`src/pkg/elg_regs.vh`:
```
// Subaddresses, field positions and reset values of the level and gain register bank
`ifndef ELG_REGS_VH
`define ELG_REGS_VH

// ****************************************************************
// Subaddresses
// ****************************************************************
`define ELG_ADDR_LINE16_BYTE14    8'h59
`define ELG_ADDR_SUBCARRIER_PHASE 8'h5A
`define ELG_ADDR_BLUE_GAIN_LOW    8'h5B
`define ELG_ADDR_RED_GAIN_LOW     8'h5C
`define ELG_ADDR_BLUE_MSB_BLACK   8'h5D
`define ELG_ADDR_RED_MSB_BLANK    8'h5E
`define ELG_ADDR_XCOLOUR_VBLANK   8'h5F

// ****************************************************************
// Field positions
// ****************************************************************
`define ELG_GAIN_TOP_BIT     7
`define ELG_ACCEPT_EN_BIT    6
`define ELG_LEVEL_MSB        5
`define ELG_LEVEL_LSB        0
`define ELG_XCOLOUR_MSB      7
`define ELG_XCOLOUR_LSB      6

// ****************************************************************
// Reset values
// ****************************************************************
`define ELG_RST_LINE16_BYTE14    8'h00
`define ELG_RST_SUBCARRIER_PHASE 8'h00
`define ELG_RST_BLUE_GAIN_LOW    8'h00
`define ELG_RST_RED_GAIN_LOW     8'h00
`define ELG_RST_BLUE_MSB_BLACK   8'h00
`define ELG_RST_RED_MSB_BLANK    8'h35
`define ELG_RST_XCOLOUR_VBLANK   8'h00

// ****************************************************************
// Serial output of the line 16 byte
// ****************************************************************
`define ELG_LINE16_BITS          4'h8

`endif

```
`src/verilog/elg_level_gain_regs.v`:
```
// Level, chroma gain and subcarrier phase register bank of the video encoder
//
// Contract
// Subaddress 59H holds the fourteenth line-16 data byte, sent out least significant bit first.
// The 8-bit phase code offsets the colour subcarrier and burst from horizontal sync, 360/256 degrees per step.
// Software loads the phase code with 0FH, 3AH, 35H or 57H according to standard and data source.
// The 9-bit blue gain takes its low byte from 5BH and its top bit from bit 7 of 5DH.
// The 9-bit red gain takes its low byte from 5CH and its top bit from bit 7 of 5EH.
// A blue gain of zero gives zero U output; 118, 125 and 106 are the nominal codes.
// A red gain of zero gives zero V output; 165, 175 and 129 are the nominal codes.
// With the field accept enable set the odd/even bit of the control input is used, else ignored.
// With the phase reset accept enable set the control input's phase reset is obeyed, else ignored.
// The 6-bit black level code sets the black level linearly.
// Software loads the black level code with 58 or 51 according to scaling.
// The 6-bit blanking level code in bits 5 to 0 sets the blanking level from 25 to 45 IRE.
// The blanking level code is 35H after reset.
// A separate 6-bit code sets the blanking level during vertical blanking.
// The 2-bit filter select in bits 7 and 6 turns off or picks one of three cross-colour filters.
// Each 9-bit chroma gain is applied as a signed two's-complement multiplier.
`include "elg_regs.vh"
`default_nettype none

module elg_level_gain_regs #(
   parameter CHROMA_W = 8
) (
   input  wire                       ref_clk,
   input  wire                       rst,
   // Subaddress write and read from the serial bus slave
   input  wire                       wr_en,
   input  wire                       rd_en,
   input  wire [7:0]                 subaddr,
   input  wire [7:0]                 wr_data,
   output reg  [7:0]                 rd_data,
   output reg                        rd_hit,
   // Line 16 data insertion
   input  wire                       line16_load,
   input  wire                       line16_shift,
   output reg                        line16_bit_out,
   output wire                       line16_busy,
   // Subcarrier phase
   input  wire [7:0]                 subcarrier_phase_in,
   output reg  [7:0]                 subcarrier_phase_out,
   output wire [7:0]                 subcarrier_phase_code,
   // Chroma gain datapath
   input  wire                       chroma_valid_in,
   input  wire signed [CHROMA_W-1:0] chroma_u_in,
   input  wire signed [CHROMA_W-1:0] chroma_v_in,
   output reg                        chroma_valid_out,
   output reg  signed [CHROMA_W+8:0] chroma_u_out,
   output reg  signed [CHROMA_W+8:0] chroma_v_out,
   output wire [8:0]                 blue_chroma_gain,
   output wire [8:0]                 red_chroma_gain,
   // Real-time control input pins
   input  wire                       realtime_control_input_field,
   input  wire                       realtime_control_input_phase_reset,
   output reg                        field_odd_even,
   output reg                        subcarrier_phase_reset,
   output wire                       field_bit_accept_en,
   output wire                       phase_reset_accept_en,
   // Levels and cross-colour filter
   input  wire                       vblank,
   output wire [5:0]                 black_level_code,
   output wire [5:0]                 blanking_level_code,
   output wire [5:0]                 vblank_level_code,
   output reg  [5:0]                 blank_level_active,
   output wire [1:0]                 xcolour_filter_sel,
   output wire                       xcolour_reduction_on
);

   // ****************************************************************
   // Register storage
   // ****************************************************************
   reg [7:0] line16_byte_fourteen_reg;
   reg [7:0] subcarrier_phase_reg;
   reg [7:0] blue_gain_low_reg;
   reg [7:0] red_gain_low_reg;
   reg [7:0] blue_gain_msb_black_level_reg;
   reg [7:0] red_gain_msb_blank_level_reg;
   reg [7:0] crosscolour_vblank_level_reg;

   always @(posedge ref_clk) begin
      if (rst) begin
         line16_byte_fourteen_reg      <= `ELG_RST_LINE16_BYTE14;
         subcarrier_phase_reg          <= `ELG_RST_SUBCARRIER_PHASE;
         blue_gain_low_reg             <= `ELG_RST_BLUE_GAIN_LOW;
         red_gain_low_reg              <= `ELG_RST_RED_GAIN_LOW;
         blue_gain_msb_black_level_reg <= `ELG_RST_BLUE_MSB_BLACK;
         red_gain_msb_blank_level_reg  <= `ELG_RST_RED_MSB_BLANK;
         crosscolour_vblank_level_reg  <= `ELG_RST_XCOLOUR_VBLANK;
      end else if (wr_en) begin
         // Writes to subaddresses outside this slice are left to other banks
         if (subaddr == `ELG_ADDR_LINE16_BYTE14) begin
            line16_byte_fourteen_reg <= wr_data;
         end else if (subaddr == `ELG_ADDR_SUBCARRIER_PHASE) begin
            subcarrier_phase_reg <= wr_data;
         end else if (subaddr == `ELG_ADDR_BLUE_GAIN_LOW) begin
            blue_gain_low_reg <= wr_data;
         end else if (subaddr == `ELG_ADDR_RED_GAIN_LOW) begin
            red_gain_low_reg <= wr_data;
         end else if (subaddr == `ELG_ADDR_BLUE_MSB_BLACK) begin
            blue_gain_msb_black_level_reg <= wr_data;
         end else if (subaddr == `ELG_ADDR_RED_MSB_BLANK) begin
            red_gain_msb_blank_level_reg <= wr_data;
         end else if (subaddr == `ELG_ADDR_XCOLOUR_VBLANK) begin
            crosscolour_vblank_level_reg <= wr_data;
         end
      end
   end

   // ****************************************************************
   // Read back
   // ****************************************************************
   always @(posedge ref_clk) begin
      if (rst) begin
         rd_data <= 8'h00;
         rd_hit  <= 1'b0;
      end else if (rd_en) begin
         rd_hit <= 1'b1;
         if (subaddr == `ELG_ADDR_LINE16_BYTE14) begin
            rd_data <= line16_byte_fourteen_reg;
         end else if (subaddr == `ELG_ADDR_SUBCARRIER_PHASE) begin
            rd_data <= subcarrier_phase_reg;
         end else if (subaddr == `ELG_ADDR_BLUE_GAIN_LOW) begin
            rd_data <= blue_gain_low_reg;
         end else if (subaddr == `ELG_ADDR_RED_GAIN_LOW) begin
            rd_data <= red_gain_low_reg;
         end else if (subaddr == `ELG_ADDR_BLUE_MSB_BLACK) begin
            rd_data <= blue_gain_msb_black_level_reg;
         end else if (subaddr == `ELG_ADDR_RED_MSB_BLANK) begin
            rd_data <= red_gain_msb_blank_level_reg;
         end else if (subaddr == `ELG_ADDR_XCOLOUR_VBLANK) begin
            rd_data <= crosscolour_vblank_level_reg;
         end else begin
            // Unmapped subaddress: zero, and no hit so another bank may answer
            rd_data <= 8'h00;
            rd_hit  <= 1'b0;
         end
      end else begin
         rd_hit <= 1'b0;
      end
   end

   // ****************************************************************
   // Field decode
   // ****************************************************************
   assign subcarrier_phase_code = subcarrier_phase_reg;
   assign blue_chroma_gain      = {blue_gain_msb_black_level_reg[`ELG_GAIN_TOP_BIT],
                                   blue_gain_low_reg};
   assign red_chroma_gain       = {red_gain_msb_blank_level_reg[`ELG_GAIN_TOP_BIT],
                                   red_gain_low_reg};
   assign field_bit_accept_en   = blue_gain_msb_black_level_reg[`ELG_ACCEPT_EN_BIT];
   assign phase_reset_accept_en = red_gain_msb_blank_level_reg[`ELG_ACCEPT_EN_BIT];
   assign black_level_code      =
      blue_gain_msb_black_level_reg[`ELG_LEVEL_MSB:`ELG_LEVEL_LSB];
   assign blanking_level_code   =
      red_gain_msb_blank_level_reg[`ELG_LEVEL_MSB:`ELG_LEVEL_LSB];
   assign vblank_level_code     =
      crosscolour_vblank_level_reg[`ELG_LEVEL_MSB:`ELG_LEVEL_LSB];
   assign xcolour_filter_sel    =
      crosscolour_vblank_level_reg[`ELG_XCOLOUR_MSB:`ELG_XCOLOUR_LSB];
   assign xcolour_reduction_on  = |xcolour_filter_sel;

   // ****************************************************************
   // Line 16 byte, serial out
   // ****************************************************************
   reg [7:0] line16_shift_reg;
   reg [3:0] line16_count_reg;

   assign line16_busy = (line16_count_reg != 4'h0);

   always @(posedge ref_clk) begin
      if (rst) begin
         line16_shift_reg <= 8'h00;
         line16_count_reg <= 4'h0;
         line16_bit_out   <= 1'b0;
      end else if (line16_load) begin
         // Snapshot so a host write mid-line cannot tear the byte
         line16_shift_reg <= line16_byte_fourteen_reg;
         line16_count_reg <= `ELG_LINE16_BITS;
      end else if (line16_shift && line16_busy) begin
         line16_bit_out   <= line16_shift_reg[0];
         line16_shift_reg <= {1'b0, line16_shift_reg[7:1]};
         line16_count_reg <= line16_count_reg - 4'h1;
      end
   end

   // ****************************************************************
   // Subcarrier phase offset
   // ****************************************************************
   always @(posedge ref_clk) begin
      if (rst) begin
         subcarrier_phase_out <= 8'h00;
      end else begin
         // Modulo 256 wraps exactly one turn of 360 degrees
         subcarrier_phase_out <= subcarrier_phase_in + subcarrier_phase_reg;
      end
   end

   // ****************************************************************
   // Chroma gain
   // ****************************************************************
   wire signed [8:0] blue_gain_signed = $signed(blue_chroma_gain);
   wire signed [8:0] red_gain_signed  = $signed(red_chroma_gain);

   always @(posedge ref_clk) begin
      if (rst) begin
         chroma_valid_out <= 1'b0;
         chroma_u_out     <= {(CHROMA_W+9){1'b0}};
         chroma_v_out     <= {(CHROMA_W+9){1'b0}};
      end else begin
         chroma_valid_out <= chroma_valid_in;
         // Full-width product: gain zero gives exactly zero, no rounding term
         chroma_u_out     <= chroma_u_in * blue_gain_signed;
         chroma_v_out     <= chroma_v_in * red_gain_signed;
      end
   end

   // ****************************************************************
   // Real-time control input
   // ****************************************************************
   reg [1:0] field_sync_reg;
   reg [1:0] phase_reset_sync_reg;
   reg       phase_reset_seen_reg;

   always @(posedge ref_clk) begin
      if (rst) begin
         field_sync_reg         <= 2'b00;
         phase_reset_sync_reg   <= 2'b00;
         phase_reset_seen_reg   <= 1'b0;
         field_odd_even         <= 1'b0;
         subcarrier_phase_reset <= 1'b0;
      end else begin
         field_sync_reg       <= {field_sync_reg[0], realtime_control_input_field};
         phase_reset_sync_reg <= {phase_reset_sync_reg[0], realtime_control_input_phase_reset};
         phase_reset_seen_reg <= phase_reset_sync_reg[1];
         // Disabled: hold the last accepted field so the datapath keeps its own count
         if (field_bit_accept_en) begin
            field_odd_even <= field_sync_reg[1];
         end
         subcarrier_phase_reset <= phase_reset_accept_en &&
                                   phase_reset_sync_reg[1] && !phase_reset_seen_reg;
      end
   end

   // ****************************************************************
   // Blanking level in use
   // ****************************************************************
   always @(posedge ref_clk) begin
      if (rst) begin
         blank_level_active <= 6'h00;
      end else if (vblank) begin
         blank_level_active <= vblank_level_code;
      end else begin
         blank_level_active <= blanking_level_code;
      end
   end

endmodule

`default_nettype wire

```
`config.mk`:
```
export PLATFORM = sky130hd
export DESIGN_NAME = elg_level_gain_regs
export DESIGN_NICKNAME = d
export VERILOG_FILES = /design/src/verilog/elg_level_gain_regs.v
export VERILOG_INCLUDE_DIRS = /design/src /design/src/pkg
export SDC_FILE = /design/constraint.sdc
export NUM_CORES = 1
export LEC_CHECK = 0
export BUFFER_PORTS_ARGS = -buffer_cell sky130_fd_sc_hd__buf_2
export CORE_UTILIZATION = 59
export CTS_CLUSTER_SIZE = 30
export DETAILED_ROUTE_END_ITERATION = 7
export GPL_TIMING_DRIVEN = 1
export PLACE_DENSITY = 0.82
export SYNTH_ARGS = -nofsm -noshare
export SYNTH_HDL_FRONTEND = slang
export SYNTH_SLANG_ARGS = --single-unit
```
`constraint.sdc`:
```
create_clock -name ref_clk -period 12.9 [get_ports ref_clk]
set_input_delay 1.29 -clock ref_clk [delete_from_list [all_inputs] [get_ports ref_clk]]
set_output_delay 1.29 -clock ref_clk [all_outputs]
set_load 0.01 [all_outputs]
```
==> impl_metrics.py <==
metrics = {
    "routing": {
        "routedWlPerCell_um": 16.5,
        "dr.first_iter.drc_count": 708,
        "ant_nets": 0,
        "post-route-drc-count": 0,
        "via_count": 8707,
        "via_per_inst": 5.57,
        "routed_wl_um": 25800,
        "dr.pass1.iters": 5,
    },
    "timing": {
        "tightestPinTransition_ns": 1.22,
        "setup_viol": 0,
        "min_period_ns": 4.87,
        "fin_tns_setup_ns": 0,
        "rsz0062_at_grt": "false",
        "final_max_slew_viol_count": 0,
        "postLayoutSetupSlackWorst_ns": 8.03,
        "clock_skew_ns": 0.00992,
        "period_share_pct": 37.8,
        "fmax_mhz": 205,
        "slew_headroom_pct": 18.5,
        "finalHoldViolCount": 0,
    },
    "worst_setup_path": {
        "arrival_ns": 5.19,
        "cp-end-kind": "flip-flop",
        "cp_slowest_cell": "fa_1",
        "crit_chain": "buf_2 -> and2_1 -> fa_1 -> inv_1 -> fa_1 -> fa_1 -> fa_1 -> inv_1 -> ha_1 -> a2111oi_0 -> a2111o_1 -> o21ai_1",
        "cp.required_ns": 13.21,
        "path_max_fanout": 9,
        "crit_top_cell": "fa_1",
        "cp-start-kind": "input pin",
        "criticalPathCategory": "in -> reg",
        "slowest_delay_ns": 0.67,
    },
    "outcome": {
        "run_status": "finished clean",
    },
    "floorplan": {
        "die_w_um": 137,
        "core_sq_um": 18000,
        "die_h_um": 137,
        "dieArea_sq_um": 18900,
        "start_util_pct": 60.3,
        "num_rows": 49,
        "pin_count": 161,
    },
    "global_route": {
        "grt_pass1_wl_um": 41900,
        "track_usage_pct": 28.9,
        "grt_pass1_vias": 8381,
        "grt_max_degree": 83,
        "overflow": 0,
        "antenna_found_initial": 3,
    },
    "cts": {
        "post-cts-setup-buffers": 0,
        "clockRootBuffer": "clkbuf_16",
        "hold_buffers": 0,
        "cts_tree": "done",
        "cts_sinks": 134,
        "clock_latency_ns": 0.43,
        "path_clk_slew_ns": 0.06,
        "cts_max_level": 4,
        "cts_inserted_buffers": 17,
        "clockBufferDepth": 2,
        "cts_resized": 0,
    },
    "logic_synthesis": {
        "synth_area_sq_um": 10800,
        "yosys_most_used_dff": "dfxtp_1",
        "synthTopCellsByArea": "dfxtp_1 (25%), fa_1 (23%), ha_1 (8.1%)",
        "synth_edf_count": 0,
        "ys_seq_elements": 134,
        "post_synth_num_cell_types": 66,
        "syn_avg_cell_area_sq_um": 9.08,
        "synth_top_area_cell": "dfxtp_1",
        "yosys.area.top_type_share_pct": 24.8,
        "syn_nets": 1435,
        "async_flop_share_pct": 0,
        "yosysSeqAreaShare_pct": 24.8,
        "yosysWarningCount": 0,
        "synthCells": 1192,
    },
    "flow_run": {
        "drv_cap": 0,
    },
    "finish": {
        "nets": 1560,
        "syn_to_final_growth_pct": 13.2,
        "final_common_cell": "inv_1",
        "drive_gt1_share_pct": 16.5,
        "multi_input_area_sq_um": 7160,
        "design_area_sq_um": 12300,
        "top_regs": "chroma_u_out: 17 flops, chroma_v_out: 17 flops",
        "fillCellCount": 1342,
        "final_cell_mix": "inv_1 (186), buf_2 (159), dfxtp_1 (134), fa_1 (123), nor2_1 (103)",
        "regArea_sq_um": 2680,
    },
    "power": {
        "power.density_nw_per_um2": 83.5,
        "power.leakage_nw": 5.94,
        "vdd_ir_drop_max_mv": 0.0955,
    },
    "place": {
        "dp_slack_ns": 7.62,
        "portBuffers": 160,
        "dp_hpwl_um": 19300,
        "placed_area_sq_um": 11700,
        "gp_congestion": 0.860,
    },
    "min_path": {
        "hold_class": "reg -> reg",
    },
}
synthesized netlist by cell type (3+ instances only):
master	n
mux2i_1	47
o211ai_1	6
o21ai_1	9
a22oi_1	5
nand4_1	4
fa_1	123
buf_6	4
a2111o_1	4
xnor2_1	15
o21a_1	10
nand2_1	100
xor2_1	10
a311oi_1	7
a2111oi_0	4
clkbuf_1	35
nand3_1	21
a21oi_1	45
a21o_1	6
ha_1	70
nor3_1	12
dfxtp_1	134
mux2_2	3
buf_1	3
nor3b_1	5
buf_4	7
o31a_1	3
nand2b_1	10
buf_2	7
and2_1	80
o21ai_0	19
inv_1	186
mux4_2	4
nor2_1	103
nand3b_1	4
a221oi_1	7
mux2_4	3
nor2b_1	27
a211oi_1	14
through the flow:
stage | cells | utilization (%) | hold WS, ns | total power [mW]
floorplan | 1192 | - | 0.414 | 0.507
global placement | 1527 | 64.9 | 0.419 | 0.541
detailed placement | 1527 | 64.9 | 0.425 | 0.543
CTS | 1559 | 68.2 | 0.438 | 1.03
global route | 1560 | 68.2 | 0.471 | 1.06
finish | 1562 | 68.2 | 0.443 | 1.02
report_power, final:
part | switching (mW) | internal, mW | leakage, nW
clock network | 0.206 | 0.282 | 0.281
logic | 0.0678 | 0.0404 | 4.57
registers | 0.00363 | 0.424 | 1.09
total | 0.278 | 0.746 | 5.94
routing by layer:
layer | vias up | GRT usage [%] | wire length [um]
met5 | - | 0 | 13
met4 | 2 | 9.83 | 586
met3 | 54 | 5.70 | 2210
met2 | 370 | 45.1 | 11800
met1 | 4196 | 39.8 | 11200
li1 | 4085 | - | -
worst max-delay path: cells and delay by family:
kind                       cells  cell delay (ns)
AOI/OAI and AO/OA              3             0.88
and+or+nand+nor                1             0.21
buffers and inverters          3             0.32
adders and majority gates      5             2.46
layout make-up:
cell class / instances / share of cell area [%]
Antenna cell: 3 / 0.0613
Clock buffer: 19 / 3.70
Clock inverter: 13 / 1.11
Inverter: 188 / 5.76
Multi-Input combinational cell: 814 / 58.5
Sequential cell: 134 / 21.9
Tap cell: 229 / 2.34
Timing Repair Buffer: 162 / 6.68
kinds of logic after synthesis:
family          count (synthesis)  synth area share [%]
compound gates                149                  9.15
xor+xnor                       25                  2.02
fa+ha+maj                     193                  30.8
buf+inv                       244                  9.06
flops                         134                  24.8
mux                            57                  5.91
simple gates                  390                  18.2
path summary, 6_finish.rpt:
kind / startpoint / endpoint / slack (ns) / cells after the start
max: chroma_v_in[3] / chroma_v_out[16] / 8.03 / 12
min reg2reg: field_sync_reg[0] / field_sync_reg[1] / 0.44 / 1
min: field_sync_reg[0] / field_sync_reg[1] / 0.44 / 1
max reg2reg: blue_gain_msb_black_level_reg[7] / chroma_u_out[14] / 8.43 / 13
Power figures use the tool's default switching activity.
